### src/shared/osac_pkg.sv
// Overview of operation
// - Half-band interleaves and interpolates by two.
// - Port A sources: ch0-3, 0-2, 0-1, 0.
// - Port B sources: ch2-3 or ch2 alone.
// - Bit 0 bypasses half-band, interleave only.
// - Bits 7-5 select output word width.
// - Bit 4 selects level or clipping tracking.
// - Sync loads hold-off; update at one.
// - Hold-off 1 immediate, 0 never syncs.
// - Sync-now bit forces immediate update.
// - Init bit clears decimator, reloads parameters.
// - Every update, by sync or sync-now, dumps an update sample.
// - First-sync-only bit ignores later syncs.
// - Bypass still truncates to selected width.
// - Bit 5 picks 8-bit parallel or interleaved.
// - Bits 1-4 enable channels; 7-6 reserved.
// - Bit 0 picks gain loop or channel data.
// - Link bit 7 enables; bits 6-3 wait.
// - Link bit 2 drops signal-strength word.
// - Link bit 1 selects two or four channel.
// - Averaging register: scale 5-2, count 1-0.
// - Averaging code 00 one, 11 four.
// - Decimation ratio 1 to 4096.
package osac_pkg;
  localparam logic [7:0] OFS_HB_A = 8'h08;
  localparam logic [7:0] OFS_HB_B = 8'h09;
  localparam logic [7:0] OFS_GA_CTRL = 8'h0A;
  localparam logic [7:0] OFS_GB_CTRL = 8'h12;
  localparam logic [7:0] OFS_PAR_A = 8'h1A;
  localparam logic [7:0] OFS_LNK_A = 8'h1B;
  localparam logic [7:0] OFS_PAR_B = 8'h1C;
  localparam logic [7:0] OFS_LNK_B = 8'h1D;
  localparam logic [7:0] OFS_PCLK = 8'h1E;
  // Offsets of the loop registers relative to their control register.
  localparam logic [7:0] REL_HOLD = 8'h01;
  localparam logic [7:0] REL_SGAIN = 8'h03;
  localparam logic [7:0] REL_K = 8'h04;
  localparam logic [7:0] REL_P = 8'h05;
  localparam logic [7:0] REL_AVG = 8'h06;
  localparam logic [7:0] REL_DEC = 8'h07;
  localparam int REG_FIRST = 8;
  localparam int REG_LAST = 30;
  localparam logic [15:0] RST_REG = 16'h0000;
  localparam logic [1:0] EXT_DATA = 2'h0;
  localparam logic [1:0] EXT_CADDR = 2'h1;
  localparam logic [1:0] EXT_SLEEP = 2'h2;
  localparam int SLEEP_PORT_BIT = 5;
  localparam int HB_BYP_BIT = 0;
  localparam int HB_SEL_LSB = 1;
  localparam int GC_WL_LSB = 5;
  localparam int GC_MODE_BIT = 4;
  localparam int GC_NOW_BIT = 3;
  localparam int GC_INIT_BIT = 2;
  localparam int GC_FIRST_BIT = 1;
  localparam int GC_BYP_BIT = 0;
  localparam int PAR_FMT_BIT = 5;
  localparam int PAR_EN_LSB = 1;
  localparam int SRC_BIT = 0;
  localparam int LNK_EN_BIT = 7;
  localparam int LNK_WAIT_LSB = 3;
  localparam int LNK_NORSSI_BIT = 2;
  localparam int LNK_MODE_BIT = 1;
  localparam int PCLK_MASTER_BIT = 0;
  localparam int PCLK_DIV_LSB = 1;
  localparam int AVG_SCALE_LSB = 2;

  function automatic logic [15:0] reg_mask(input logic [7:0] ofs);
    case (ofs)
      8'h08, 8'h09, 8'h1E: reg_mask = 16'h0007;
      8'h0A, 8'h0E, 8'h0F, 8'h12, 8'h16, 8'h17, 8'h1B, 8'h1D: reg_mask = 16'h00FF;
      8'h1A, 8'h1C, 8'h10, 8'h18: reg_mask = 16'h003F;
      8'h0B, 8'h13: reg_mask = 16'hFFFF;
      8'h0D, 8'h11, 8'h15, 8'h19: reg_mask = 16'h0FFF;
      default: reg_mask = 16'h0000;
    endcase
  endfunction

  function automatic logic [15:0] width_mask(input logic [2:0] code);
    case (code)
      3'h7: width_mask = 16'hF000;
      3'h6: width_mask = 16'hF800;
      3'h5: width_mask = 16'hFC00;
      3'h4: width_mask = 16'hFE00;
      3'h3: width_mask = 16'hFF00;
      3'h2: width_mask = 16'hFFC0;
      3'h1: width_mask = 16'hFFF0;
      default: width_mask = 16'hFFFF;
    endcase
  endfunction
endpackage

### src/shared/osac_gain_if.sv
`timescale 1ns/100ps
`default_nettype none
interface osac_gain_if;
  logic [7:0] ctrl;
  logic ctrl_wr;
  logic [15:0] holdoff;
  logic [11:0] sgain;
  logic [7:0] kpar;
  logic [7:0] ppar;
  logic [5:0] avg;
  logic [11:0] dec;
  logic sync_pulse;
  logic in_valid;
  logic [22:0] in_i;
  logic [22:0] in_q;
  logic [1:0] in_tag;
  logic out_valid;
  logic [15:0] out_i;
  logic [15:0] out_q;
  logic [1:0] out_tag;
  logic upd_valid;
  logic [15:0] upd_data;
  logic [15:0] upd_kp;
  modport stage (input ctrl, ctrl_wr, holdoff, sgain, kpar, ppar, avg, dec, sync_pulse,
    in_valid, in_i, in_q, in_tag, output out_valid, out_i, out_q, out_tag, upd_valid,
    upd_data, upd_kp);
  modport feed (output ctrl, ctrl_wr, holdoff, sgain, kpar, ppar, avg, dec, sync_pulse,
    in_valid, in_i, in_q, in_tag, input out_valid, out_i, out_q, out_tag, upd_valid,
    upd_data, upd_kp);
endinterface
`default_nettype wire

### src/rtl/osac_gain.sv
`timescale 1ns/100ps
`default_nettype none
module osac_gain (
  input wire logic ref_clk, // Device clock.
  input wire logic rstn, // Asynchronous reset, active low.
  osac_gain_if.stage g // Settings, samples and results.
);
  logic [15:0] hold_cnt_q;
  logic armed_q;
  logic honoured_q;
  logic [11:0] dec_q;
  logic [11:0] dcnt_q;
  logic [1:0] avg_q;
  logic [1:0] pcnt_q;
  logic [3:0] scale_q;
  logic [11:0] sgain_q;
  logic [17:0] psum_q;
  logic [31:0] acc_q;
  logic acc_sync;
  logic now_q;
  logic fire;
  logic init;
  logic avg_done;
  logic dump;
  logic [17:0] pow;
  logic [23:0] sat_i;
  logic [23:0] sat_q;
  logic [31:0] acc_sh;

  function automatic logic [23:0] sat23(input logic [22:0] v, input logic [3:0] sh);
    logic [38:0] w;
    w = {{16{v[22]}}, v} <<< sh;
    if (&w[38:22] || ~|w[38:22]) sat23 = {1'b0, w[22:0]};
    else sat23 = {1'b1, w[38] ? 23'h400000 : 23'h3FFFFF};
  endfunction

  function automatic logic [15:0] mag(input logic [15:0] v);
    mag = v[15] ? 16'(-v) : v;
  endfunction

  // Sync is refused when hold-off is zero, or when the first-sync-only bit is set and a first sync was already taken.
  // zero blocks sync
  assign acc_sync = g.sync_pulse && (g.holdoff != 16'h0000) &&
                    !(g.ctrl[osac_pkg::GC_FIRST_BIT] && honoured_q);
  assign fire = (acc_sync && g.holdoff == 16'h0001) || (armed_q && hold_cnt_q == 16'h0001) ||
                (now_q && g.ctrl[osac_pkg::GC_NOW_BIT]);
  assign init = fire && g.ctrl[osac_pkg::GC_INIT_BIT];
  assign sat_i = sat23(g.in_i, sgain_q[11:8]);
  assign sat_q = sat23(g.in_q, sgain_q[11:8]);
  assign pow = g.ctrl[osac_pkg::GC_MODE_BIT] ? {17'h00000, sat_i[23] | sat_q[23]} :
               {1'b0, {1'b0, mag(g.in_i[22:7])} + {1'b0, mag(g.in_q[22:7])}};
  assign avg_done = g.in_valid && pcnt_q == avg_q;
  assign dump = fire || (avg_done && dcnt_q == dec_q);
  assign acc_sh = acc_q >> scale_q;

  // The control word only lands on its write edge, so sync-now is read a cycle later.
  always_ff @(posedge ref_clk or negedge rstn) begin
    if (!rstn) now_q <= 1'b0;
    else now_q <= g.ctrl_wr;
  end

  always_ff @(posedge ref_clk or negedge rstn) begin
    if (!rstn) begin
      hold_cnt_q <= 16'h0000;
      armed_q <= 1'b0;
      honoured_q <= 1'b0;
    end else if (acc_sync) begin
      hold_cnt_q <= g.holdoff;
      armed_q <= g.holdoff != 16'h0001;
      honoured_q <= 1'b1;
    end else if (armed_q) begin
      hold_cnt_q <= hold_cnt_q - 16'h0001;
      armed_q <= hold_cnt_q != 16'h0001;
    end
  end

  always_ff @(posedge ref_clk or negedge rstn) begin
    if (!rstn) begin
      dec_q <= 12'h000;
      avg_q <= 2'h0;
      scale_q <= 4'h0;
      sgain_q <= 12'h000;
      g.upd_kp <= 16'h0000;
    end else if (init) begin
      dec_q <= g.dec;
      avg_q <= g.avg[1:0];
      scale_q <= g.avg[osac_pkg::AVG_SCALE_LSB +: 4];
      sgain_q <= g.sgain;
      g.upd_kp <= {g.kpar, g.ppar};
    end
  end

  always_ff @(posedge ref_clk or negedge rstn) begin
    if (!rstn) begin
      pcnt_q <= 2'h0;
      psum_q <= 18'h00000;
      dcnt_q <= 12'h000;
      acc_q <= 32'h00000000;
      g.upd_valid <= 1'b0;
      g.upd_data <= 16'h0000;
    end else begin
      g.upd_valid <= dump;
      if (dump) begin
        g.upd_data <= |acc_sh[31:16] ? 16'hFFFF : acc_sh[15:0];
        acc_q <= 32'h00000000;
        dcnt_q <= 12'h000;
      end else if (avg_done) begin
        acc_q <= acc_q + {14'h0000, psum_q} + {14'h0000, pow};
        dcnt_q <= dcnt_q + 12'h001;
      end
      if (init) begin
        pcnt_q <= 2'h0;
        psum_q <= 18'h00000;
      end else if (g.in_valid) begin
        pcnt_q <= avg_done ? 2'h0 : pcnt_q + 2'h1;
        psum_q <= avg_done ? 18'h00000 : psum_q + pow;
      end
    end
  end

  always_ff @(posedge ref_clk or negedge rstn) begin
    if (!rstn) begin
      g.out_valid <= 1'b0;
      g.out_i <= 16'h0000;
      g.out_q <= 16'h0000;
      g.out_tag <= 2'h0;
    end else begin
      g.out_valid <= g.in_valid;
      g.out_tag <= g.in_tag;
      if (g.ctrl[osac_pkg::GC_BYP_BIT]) begin
        g.out_i <= g.in_i[22:7] & osac_pkg::width_mask(g.ctrl[osac_pkg::GC_WL_LSB +: 3]);
        g.out_q <= g.in_q[22:7] & osac_pkg::width_mask(g.ctrl[osac_pkg::GC_WL_LSB +: 3]);
      end else begin
        g.out_i <= sat_i[22:7] & osac_pkg::width_mask(g.ctrl[osac_pkg::GC_WL_LSB +: 3]);
        g.out_q <= sat_q[22:7] & osac_pkg::width_mask(g.ctrl[osac_pkg::GC_WL_LSB +: 3]);
      end
    end
  end
endmodule
`default_nettype wire

### src/rtl/osac_top.sv
`timescale 1ns/100ps
`default_nettype none
module osac_top (
  input wire logic ref_clk, // Device clock, 25 MHz.
  input wire logic rstn, // Asynchronous reset, active low.
  input wire logic [1:0] mp_addr, // External map: data, channel address, power save.
  input wire logic mp_wr, // Write strobe, one cycle.
  input wire logic mp_rd, // Read strobe, one cycle.
  input wire logic [15:0] mp_wdata, // Write data.
  output logic [15:0] mp_rdata, // Read data, valid with mp_ack.
  output logic mp_ack, // Access done, one cycle after the strobe.
  input wire logic sync_pin, // External sync from the pin.
  input wire logic [3:0] ch_valid, // New sample per channel.
  input wire logic [15:0] ch_i [4], // Channel I samples.
  input wire logic [15:0] ch_q [4], // Channel Q samples.
  input wire logic [15:0] rssi_level, // Signal-strength word.
  output logic [15:0] par_data [2], // Parallel port words.
  output logic par_valid [2], // Parallel word strobe.
  output logic [1:0] par_tag [2], // Channel of the parallel word.
  output logic par_qword [2], // High when the word is Q in interleaved format.
  output logic [15:0] lnk_word [2], // Link port words.
  output logic lnk_valid [2], // Link word strobe.
  output logic upd_valid [2], // Gain loop update strobe.
  output logic [15:0] upd_data [2], // Gain loop update sample.
  output logic [15:0] upd_kp [2], // Loaded loop gain and pole.
  input wire logic pclk_i, // Port clock from the partner in slave mode.
  output logic pclk_o, // Port clock driven in master mode.
  output logic pclk_oe_n // Low while the port clock is driven.
);
  logic [7:0] caddr_q;
  logic port_acc_q;
  logic [15:0] regs_q [osac_pkg::REG_FIRST:osac_pkg::REG_LAST];
  logic data_ok;
  logic data_wr;
  logic [15:0] lat_i_q [4];
  logic [15:0] lat_q_q [4];
  logic y1_q, y2_q, y3_q;
  logic s1_q, s2_q, s3_q;
  logic sync_rise;
  logic port_tick;
  logic [7:0] div_cnt_q;
  logic div_hit;
  logic sel_valid [2];
  logic [15:0] sel_i [2];
  logic [15:0] sel_q [2];
  logic [1:0] sel_tag [2];
  logic four_ch;

  function automatic logic [3:0] chan_mask(input int port, input logic [1:0] sel);
    if (port == 0) begin
      case (sel)
        2'h0: chan_mask = 4'h1;
        2'h1: chan_mask = 4'h3;
        2'h2: chan_mask = 4'h7;
        default: chan_mask = 4'hF;
      endcase
    end else begin
      chan_mask = sel[0] ? 4'hC : 4'h4;
    end
  endfunction

  function automatic logic [2:0] pick_next(input logic [3:0] pend, input logic [1:0] ptr);
    logic [1:0] idx;
    pick_next = 3'h0;
    for (int k = 4; k >= 1; k--) begin
      idx = 2'(ptr + 2'(k));
      if (pend[idx]) pick_next = {1'b1, idx};
    end
  endfunction

  // ----------------------------------------------------------------
  // Microport and registers
  // ----------------------------------------------------------------
  // gated by access bit
  assign data_ok = port_acc_q && caddr_q >= osac_pkg::OFS_HB_A && caddr_q <= osac_pkg::OFS_PCLK;
  assign data_wr = mp_wr && mp_addr == osac_pkg::EXT_DATA && data_ok;

  always_ff @(posedge ref_clk or negedge rstn) begin
    if (!rstn) begin
      caddr_q <= 8'h00;
      port_acc_q <= 1'b0;
      mp_ack <= 1'b0;
      mp_rdata <= 16'h0000;
    end else begin
      mp_ack <= mp_wr | mp_rd;
      if (mp_wr && mp_addr == osac_pkg::EXT_CADDR) caddr_q <= mp_wdata[7:0];
      if (mp_wr && mp_addr == osac_pkg::EXT_SLEEP) port_acc_q <= mp_wdata[osac_pkg::SLEEP_PORT_BIT];
      if (mp_rd) begin
        case (mp_addr)
          osac_pkg::EXT_CADDR: mp_rdata <= {8'h00, caddr_q};
          osac_pkg::EXT_SLEEP: mp_rdata <= 16'(port_acc_q) << osac_pkg::SLEEP_PORT_BIT;
          osac_pkg::EXT_DATA: mp_rdata <= data_ok ? regs_q[caddr_q] : 16'h0000;
          default: mp_rdata <= 16'h0000;
        endcase
      end
    end
  end

  always_ff @(posedge ref_clk or negedge rstn) begin
    if (!rstn) begin
      for (int i = osac_pkg::REG_FIRST; i <= osac_pkg::REG_LAST; i++) begin
        regs_q[i] <= osac_pkg::RST_REG;
      end
    end else if (data_wr) begin
      regs_q[caddr_q] <= mp_wdata & osac_pkg::reg_mask(caddr_q);
    end
  end

  // ----------------------------------------------------------------
  // Pin synchronisers, channel latches and port clock
  // ----------------------------------------------------------------
  always_ff @(posedge ref_clk or negedge rstn) begin
    if (!rstn) begin
      y1_q <= 1'b0;
      y2_q <= 1'b0;
      y3_q <= 1'b0;
      s1_q <= 1'b0;
      s2_q <= 1'b0;
      s3_q <= 1'b0;
    end else begin
      y1_q <= sync_pin;
      y2_q <= y1_q;
      y3_q <= y2_q;
      s1_q <= pclk_i;
      s2_q <= s1_q;
      s3_q <= s2_q;
    end
  end
  assign sync_rise = y2_q && !y3_q;

  always_ff @(posedge ref_clk or negedge rstn) begin
    if (!rstn) begin
      for (int c = 0; c < 4; c++) begin
        lat_i_q[c] <= 16'h0000;
        lat_q_q[c] <= 16'h0000;
      end
    end else begin
      for (int c = 0; c < 4; c++) begin
        if (ch_valid[c]) begin
          lat_i_q[c] <= ch_i[c];
          lat_q_q[c] <= ch_q[c];
        end
      end
    end
  end

  // divisor and master
  // Half period is two to the power of the divisor field, in device cycles.
  assign div_hit = div_cnt_q == 8'((8'h01 << regs_q[osac_pkg::OFS_PCLK][osac_pkg::PCLK_DIV_LSB +: 2]) - 8'h01);
  always_ff @(posedge ref_clk or negedge rstn) begin
    if (!rstn) begin
      div_cnt_q <= 8'h00;
      pclk_o <= 1'b0;
    end else if (div_hit) begin
      div_cnt_q <= 8'h00;
      pclk_o <= !pclk_o;
    end else begin
      div_cnt_q <= div_cnt_q + 8'h01;
    end
  end
  assign pclk_oe_n = !regs_q[osac_pkg::OFS_PCLK][osac_pkg::PCLK_MASTER_BIT];
  assign port_tick = pclk_oe_n ? (s2_q && !s3_q) : (div_hit && !pclk_o);
  assign four_ch = !regs_q[osac_pkg::OFS_LNK_A][osac_pkg::LNK_MODE_BIT];

  // ----------------------------------------------------------------
  // Per-port half-band, gain stage and output ports
  // ----------------------------------------------------------------
  for (genvar p = 0; p < 2; p++) begin : g_port
    localparam logic [7:0] O_HB = (p == 0) ? osac_pkg::OFS_HB_A : osac_pkg::OFS_HB_B;
    localparam logic [7:0] O_GC = (p == 0) ? osac_pkg::OFS_GA_CTRL : osac_pkg::OFS_GB_CTRL;
    localparam logic [7:0] O_PAR = (p == 0) ? osac_pkg::OFS_PAR_A : osac_pkg::OFS_PAR_B;
    localparam logic [7:0] O_LNK = (p == 0) ? osac_pkg::OFS_LNK_A : osac_pkg::OFS_LNK_B;
    logic [3:0] mask;
    logic [3:0] pend_q;
    logic [2:0] pk;
    logic take;
    logic ph_q;
    logic [1:0] ptr_q;
    logic [15:0] hold_i_q, hold_q_q;
    logic [15:0] prev_i_q [4];
    logic [15:0] prev_q_q [4];
    logic hb_valid_q;
    logic [22:0] hb_i_q, hb_q_q;
    logic [1:0] hb_tag_q;
    logic [16:0] sum_i, sum_q;
    logic [15:0] pc;
    logic [15:0] lc;
    logic pp_full_q, pp_half_q;
    logic [15:0] pp_i_q, pp_q_q;
    logic [1:0] pp_tag_q;
    logic [1:0] lk_cnt_q;
    logic [3:0] lk_gap_q;
    logic [15:0] lk_sh_q [3];
    logic own_ok, oth_ok;
    osac_gain_if gif();

    assign mask = chan_mask(p, regs_q[O_HB][osac_pkg::HB_SEL_LSB +: 2]);
    assign pk = pick_next(pend_q, ptr_q);
    assign take = !ph_q && pk[2];
    assign sum_i = {prev_i_q[pk[1:0]][15], prev_i_q[pk[1:0]]} + {lat_i_q[pk[1:0]][15], lat_i_q[pk[1:0]]};
    assign sum_q = {prev_q_q[pk[1:0]][15], prev_q_q[pk[1:0]]} + {lat_q_q[pk[1:0]][15], lat_q_q[pk[1:0]]};

    // A new sample that lands on the cycle its flag is consumed is kept.
    always_ff @(posedge ref_clk or negedge rstn) begin
      if (!rstn) pend_q <= 4'h0;
      else pend_q <= (pend_q & ~((take ? 4'h1 : 4'h0) << pk[1:0])) | (ch_valid & mask);
    end

    always_ff @(posedge ref_clk or negedge rstn) begin
      if (!rstn) begin
        ph_q <= 1'b0;
        ptr_q <= 2'h3;
        hold_i_q <= 16'h0000;
        hold_q_q <= 16'h0000;
        hb_valid_q <= 1'b0;
        hb_i_q <= 23'h000000;
        hb_q_q <= 23'h000000;
        hb_tag_q <= 2'h0;
        for (int c = 0; c < 4; c++) begin
          prev_i_q[c] <= 16'h0000;
          prev_q_q[c] <= 16'h0000;
        end
      end else begin
        hb_valid_q <= ph_q | take;
        if (ph_q) begin
          ph_q <= 1'b0;
          hb_i_q <= {hold_i_q, 7'h00};
          hb_q_q <= {hold_q_q, 7'h00};
        end else if (take) begin
          ptr_q <= pk[1:0];
          hb_tag_q <= pk[1:0];
          prev_i_q[pk[1:0]] <= lat_i_q[pk[1:0]];
          prev_q_q[pk[1:0]] <= lat_q_q[pk[1:0]];
          if (regs_q[O_HB][osac_pkg::HB_BYP_BIT]) begin
            hb_i_q <= {lat_i_q[pk[1:0]], 7'h00};
            hb_q_q <= {lat_q_q[pk[1:0]], 7'h00};
          end else begin
            hb_i_q <= {sum_i, 6'h00};
            hb_q_q <= {sum_q, 6'h00};
            hold_i_q <= lat_i_q[pk[1:0]];
            hold_q_q <= lat_q_q[pk[1:0]];
            ph_q <= 1'b1;
          end
        end
      end
    end

    assign gif.ctrl = regs_q[O_GC][7:0];
    assign gif.ctrl_wr = data_wr && caddr_q == O_GC;
    assign gif.holdoff = regs_q[8'(O_GC + osac_pkg::REL_HOLD)];
    assign gif.sgain = regs_q[8'(O_GC + osac_pkg::REL_SGAIN)][11:0];
    assign gif.kpar = regs_q[8'(O_GC + osac_pkg::REL_K)][7:0];
    assign gif.ppar = regs_q[8'(O_GC + osac_pkg::REL_P)][7:0];
    assign gif.avg = regs_q[8'(O_GC + osac_pkg::REL_AVG)][5:0];
    assign gif.dec = regs_q[8'(O_GC + osac_pkg::REL_DEC)][11:0];
    assign gif.sync_pulse = sync_rise;
    assign gif.in_valid = hb_valid_q;
    assign gif.in_i = hb_i_q;
    assign gif.in_q = hb_q_q;
    assign gif.in_tag = hb_tag_q;
    assign upd_valid[p] = gif.upd_valid;
    assign upd_data[p] = gif.upd_data;
    assign upd_kp[p] = gif.upd_kp;

    osac_gain u_gain (
      .ref_clk(ref_clk),
      .rstn(rstn),
      .g(gif)
    );

    assign pc = regs_q[O_PAR];
    assign lc = regs_q[O_LNK];
    assign sel_valid[p] = pc[osac_pkg::SRC_BIT] ? gif.out_valid : hb_valid_q;
    assign sel_i[p] = pc[osac_pkg::SRC_BIT] ? gif.out_i : hb_i_q[22:7];
    assign sel_q[p] = pc[osac_pkg::SRC_BIT] ? gif.out_q : hb_q_q[22:7];
    assign sel_tag[p] = pc[osac_pkg::SRC_BIT] ? gif.out_tag : hb_tag_q;

    // The port clock may be slower than the sample rate; only the newest
    // sample is held, so older ones are overwritten rather than queued.
    // format select
    always_ff @(posedge ref_clk or negedge rstn) begin
      if (!rstn) begin
        pp_full_q <= 1'b0;
        pp_half_q <= 1'b0;
        pp_i_q <= 16'h0000;
        pp_q_q <= 16'h0000;
        pp_tag_q <= 2'h0;
        par_data[p] <= 16'h0000;
        par_valid[p] <= 1'b0;
        par_tag[p] <= 2'h0;
        par_qword[p] <= 1'b0;
      end else begin
        par_valid[p] <= port_tick && pp_full_q;
        if (port_tick && pp_full_q) begin
          par_tag[p] <= pp_tag_q;
          par_qword[p] <= pp_half_q;
          if (pc[osac_pkg::PAR_FMT_BIT]) begin
            par_data[p] <= {pp_i_q[15:8], pp_q_q[15:8]};
            pp_full_q <= 1'b0;
          end else begin
            par_data[p] <= pp_half_q ? pp_q_q : pp_i_q;
            pp_half_q <= !pp_half_q;
            pp_full_q <= !pp_half_q;
          end
        end
        if (sel_valid[p] && pc[osac_pkg::PAR_EN_LSB + 32'(sel_tag[p])]) begin
          pp_full_q <= 1'b1;
          pp_half_q <= 1'b0;
          pp_i_q <= sel_i[p];
          pp_q_q <= sel_q[p];
          pp_tag_q <= sel_tag[p];
        end
      end
    end

    // shared port in four channel mode
    assign own_ok = lc[osac_pkg::LNK_EN_BIT] && sel_valid[p] && (p == 0 || !four_ch);
    assign oth_ok = lc[osac_pkg::LNK_EN_BIT] && p == 0 && four_ch && sel_valid[1 - p];
    always_ff @(posedge ref_clk or negedge rstn) begin
      if (!rstn) begin
        lk_cnt_q <= 2'h0;
        lk_gap_q <= 4'h0;
        for (int w = 0; w < 3; w++) lk_sh_q[w] <= 16'h0000;
        lnk_word[p] <= 16'h0000;
        lnk_valid[p] <= 1'b0;
      end else begin
        lnk_valid[p] <= lk_cnt_q != 2'h0;
        if (lk_cnt_q != 2'h0) begin
          lnk_word[p] <= lk_sh_q[0];
          lk_sh_q[0] <= lk_sh_q[1];
          lk_sh_q[1] <= lk_sh_q[2];
          lk_cnt_q <= lk_cnt_q - 2'h1;
          if (lk_cnt_q == 2'h1) lk_gap_q <= lc[osac_pkg::LNK_WAIT_LSB +: 4];
        end else if (lk_gap_q != 4'h0) begin
          lk_gap_q <= lk_gap_q - 4'h1;
        end else if (own_ok || oth_ok) begin
          lk_sh_q[0] <= own_ok ? sel_i[p] : sel_i[1 - p];
          lk_sh_q[1] <= own_ok ? sel_q[p] : sel_q[1 - p];
          lk_sh_q[2] <= rssi_level;
          lk_cnt_q <= lc[osac_pkg::LNK_NORSSI_BIT] ? 2'h2 : 2'h3;
        end
      end
    end
  end
endmodule
`default_nettype wire

### config.mk
export PLATFORM = sky130hd
export DESIGN_NAME = osac_top
export DESIGN_NICKNAME = d
export VERILOG_FILES = /design/src/shared/osac_pkg.sv /design/src/shared/osac_gain_if.sv /design/src/rtl/osac_gain.sv /design/src/rtl/osac_top.sv
export SDC_FILE = /design/constraint.sdc
export NUM_CORES = 2
export LEC_CHECK = 0
export ABC_AREA = 1
export BUFFER_PORTS_ARGS = -buffer_cell sky130_fd_sc_hd__buf_2
export CAP_MARGIN = 20
export CORE_MARGIN = 5
export CORE_UTILIZATION = 30
export DETAILED_ROUTE_END_ITERATION = 10
export REMOVE_ABC_BUFFERS = 1
export SYNTH_ARGS = -nofsm -noshare
export SYNTH_HDL_FRONTEND = slang
export SYNTH_SLANG_ARGS = --single-unit
### constraint.sdc
create_clock -name ref_clk -period 5.66 [get_ports ref_clk]
set_input_delay 0.283 -clock ref_clk [delete_from_list [all_inputs] [get_ports ref_clk]]
set_output_delay 0.283 -clock ref_clk [all_outputs]
set_load 0.02 [all_outputs]
==> reports/metrics.yaml <==
path_clk_slew_ns: 0.06
synth_enable_flop_cells: 0
grt_setup_unrepaired: "no"
finalSetupViolCount: 0
grt_first_pass_wirelength_um: 444000
max_freq_mhz: 194
port_buffers: 330
ioPinCount: 331
final-max-slew-violation-count: 0
netlist-cell-type-count: 78
syn-instance-count: 10400
layout_common_cells: "sky130_fd_sc_hd__nand2_1, sky130_fd_sc_hd__dfrtp_1, sky130_fd_sc_hd__o21ai_0, sky130_fd_sc_hd__inv_1, sky130_fd_sc_hd__nor2_1"
timing.critical_path.to_type: "register"
hold-path-cell-count: 4
tritoncts: "yes"
fin_hold_ws_ns: 0.0725
timing.critical_path.fanout_max: 5
floorplan.core_area_um2: 274000
cp_data_arrival_time_ns: 5.89
synthFlopType: "sky130_fd_sc_hd__dfrtp_1"
report.final.hold_viol_count: 0
overflow: 0
worst_slew_pin_slew_ns: 1.15
crit_slowest_cell: "sky130_fd_sc_hd__dfrtp_1"
max-slew-margin-rel: 0.230
synth.ff_latch_count: 1545
detail-route-antenna-nets: 0
first_iter_violations: 7630
register_area_share_after_synthesis: 0.467
root_buffer: "sky130_fd_sc_hd__clkbuf_16"
grt.total_usage: 0.199
yosys_warnings: 0
cts_inserted_buffers: 178
design.die.area_um2: 286000
share_of_synthesized_flip_flops_with_an_asynchronous_set_or_reset: 1.00
postPlaceCellArea_um2: 88600
finalWirelength_um: 294000
timing.final.crit_period_ns: 5.16
synth.top_cell.area_share: 0.466
worstHoldEndpoint: "lat_q_q[28]$_DFFE_PN0P_"
drc: 0
critical-path-max-stage-delay_ns: 0.37
finalInstanceArea_um2: 96200
chipWidth_um: 535
clock_sink_count: 1545
place.detailed.instances: 14100
worst_ir_drop_vdd_mv: 0.363
synthTopCellsByArea: "sky130_fd_sc_hd__dfrtp_1, sky130_fd_sc_hd__nand2_1, sky130_fd_sc_hd__o21ai_0"
cp_common_cell: "sky130_fd_sc_hd__nand2_1"
layout-drive-gt1-share: 0.102
cts-root-to-sink-buffers: 4
layout.core_utilization: 0.351
synth_top_area_cell: "sky130_fd_sc_hd__dfrtp_1"
critPathLaunchType: "register"
setup.reg_to_reg.worst_slack_ns: 0.50
synthToLayoutAreaGrowth_pct: 16.3
post-dp-hpwl_um: 213000
finish.cell_count_without_fillers: 14600
fin_worst_skew_ns: 0.0648
first_global_vias: 69600
design.final.nets: 11200
required_ns: 6.38
syn_area_um2: 82700
setup_total_negative_slack_ns: 0
finalCritPeriodShare: 0.912
power-per-cell-area_nw_per_um2: 604
status: "finished clean"
die-height_um: 535
final_routed_wire_length_divided_by_cell_count_um: 20.2
clkLatencyLatePin_ns: 0.85
post_dr_vias_cell: 5.04
fp-row-count: 192
reg2reg_to: "g_port[0].u_gain.acc_q[28]$_DFFE_PN0P_"
detailedRoute.firstPassIterationCount: 6
starting_density_of_the_core: 0.302
total_leakage_power_nw: 46.3
worstReg2RegStart: "g_port[0].gif.in_i[7]$_DFFE_PN0P_"
syn_area_per_cell_um2: 7.95
number_of_h_tree_branching_levels: 4
grt_max_degree: 173
critPathKind: "reg -> reg"
hold_path.class: "in -> reg"
cap_viol_max_count: 0
count_of_vias_placed_by_the_detailed_router: 73600
grt_antenna_before_repair: 15
postCtsSetupBuffers: 0
layout_commonest_cell: "sky130_fd_sc_hd__nand2_1"
gpl.final_weighted_congestion: 0.951
timing.hold.worst.start: "ch_valid[2]"
rr_worst_depth: 32
## power by group
group	internal, W	switching, W	total [W]
registers	0.0137	0.00172	0.0154
clock network	0.00676	0.00484	0.0116
logic	0.0100	0.0211	0.0312
## cell type report
type | instances | area, µm²
sequential | 1545 | 38700
tap | 3686 | 4610
clock inverter | 60 | 731
fill | 28500 | 178000
inverter | 1090 | 4100
timing repair buffer | 720 | 5280
clock buffer | 244 | 4990
antenna | 5 | 12.5
multi-input combinational | 7245 | 37800
## per-layer routing
layer / part of all wire / global-route usage / vias up
met2: 0.43 / 0.301 / 2697
met4: 0.056 / 0.0964 / 2
met1: 0.44 / 0.278 / 35300
li1: - / - / 35100
met5: 0.000024 / 0 / -
met3: 0.072 / 0.0315 / 508
## cell usage after synthesis (all sizes together), types with 13 or more instances
cell and count:
a211oi 13, a21o 13, a21oi 366, a221oi 51, a22oi 157, a31oi 32, a41oi 14, buf 185
clkbuf 336, dfrtp 1541, fa 40, ha 189, inv 1080, mux2 15, mux2i 37, nand2 2912
nand3 261, nand4 66, nor2 732, nor3 87, nor4 14, o2111ai 23, o211ai 94, o21a 39
o21ai 1438, o21bai 19, o221ai 75, o22ai 242, o31ai 15, or2 56, xnor2 56, xor2 131
## stage by stage
stage	setup WS [ns]	total power (W)
after floorplan	0.328	0.0346
after global placement	0.313	0.0459
after detailed placement	0.316	0.0461
after CTS	0.302	0.0579
after global routing	0.00503	0.0623
final	0.498	0.0581
## registers in the layout (all words and copies together) (netlist names), 34 cells and up
name and flops:
g_port.gif.in_i 34, regs_q 164, lat_q_q 64, g_port.prev_q_q 128, g_port.lk_sh_q 96, g_port.gif.in_q 34
g_port.u_gain.acc_q 64, lat_i_q 64, g_port.prev_i_q 128, g_port.u_gain.psum_q 36
## logic make-up after synthesis
| kind of cell | share of synthesized area |
|---|---|
| xor+xnor | 0.0198 |
| buf+inv | 0.0772 |
| compound gates | 0.187 |
| simple gates | 0.203 |
| flops | 0.467 |
| mux | 0.00652 |
| fa+ha+maj | 0.0383 |
## critical path: cells and delay by family, from the launching register on
kind | cells | cell delay, ns
AO/OA/AOI/OAI | 8 | 1.24
buffers and inverters | 3 | 0.27
XOR/XNOR | 2 | 0.37
adder cells (fa/ha/maj) | 3 | 0.84
flip-flops | 1 | 0.37
AND/OR/NAND/NOR | 16 | 1.94
## what timing repair did
action | in CTS | in global routing
endpoints found under the hold margin | 644 | 0
endpoints found under the setup margin | 0 | 25
hold buffers | 165 | 0
gates resized for setup | 0 | 26
## how the worst max path moves through the flow
stage / start / end / cells past startpoint
finish: g_port[0].gif.in_i[7]$_DFFE_PN0P_ / g_port[0].u_gain.acc_q[28]$_DFFE_PN0P_ / 32
global route: g_port[0].gif.in_i[7]$_DFFE_PN0P_ / g_port[0].u_gain.acc_q[28]$_DFFE_PN0P_ / 32
CTS: g_port[0].gif.in_i[7]$_DFFE_PN0P_ / g_port[0].u_gain.acc_q[28]$_DFFE_PN0P_ / 32
detailed placement: g_port[0].gif.in_i[8]$_DFFE_PN0P_ / g_port[0].u_gain.acc_q[28]$_DFFE_PN0P_ / 32
global placement: g_port[0].gif.in_i[8]$_DFFE_PN0P_ / g_port[0].u_gain.acc_q[28]$_DFFE_PN0P_ / 32
floorplan: g_port[1].u_gain.sgain_q[11]$_DFFE_PN0P_ / g_port[1].u_gain.acc_q[25]$_DFFE_PN0P_ / 24
Power figures use the tool's default switching activity.
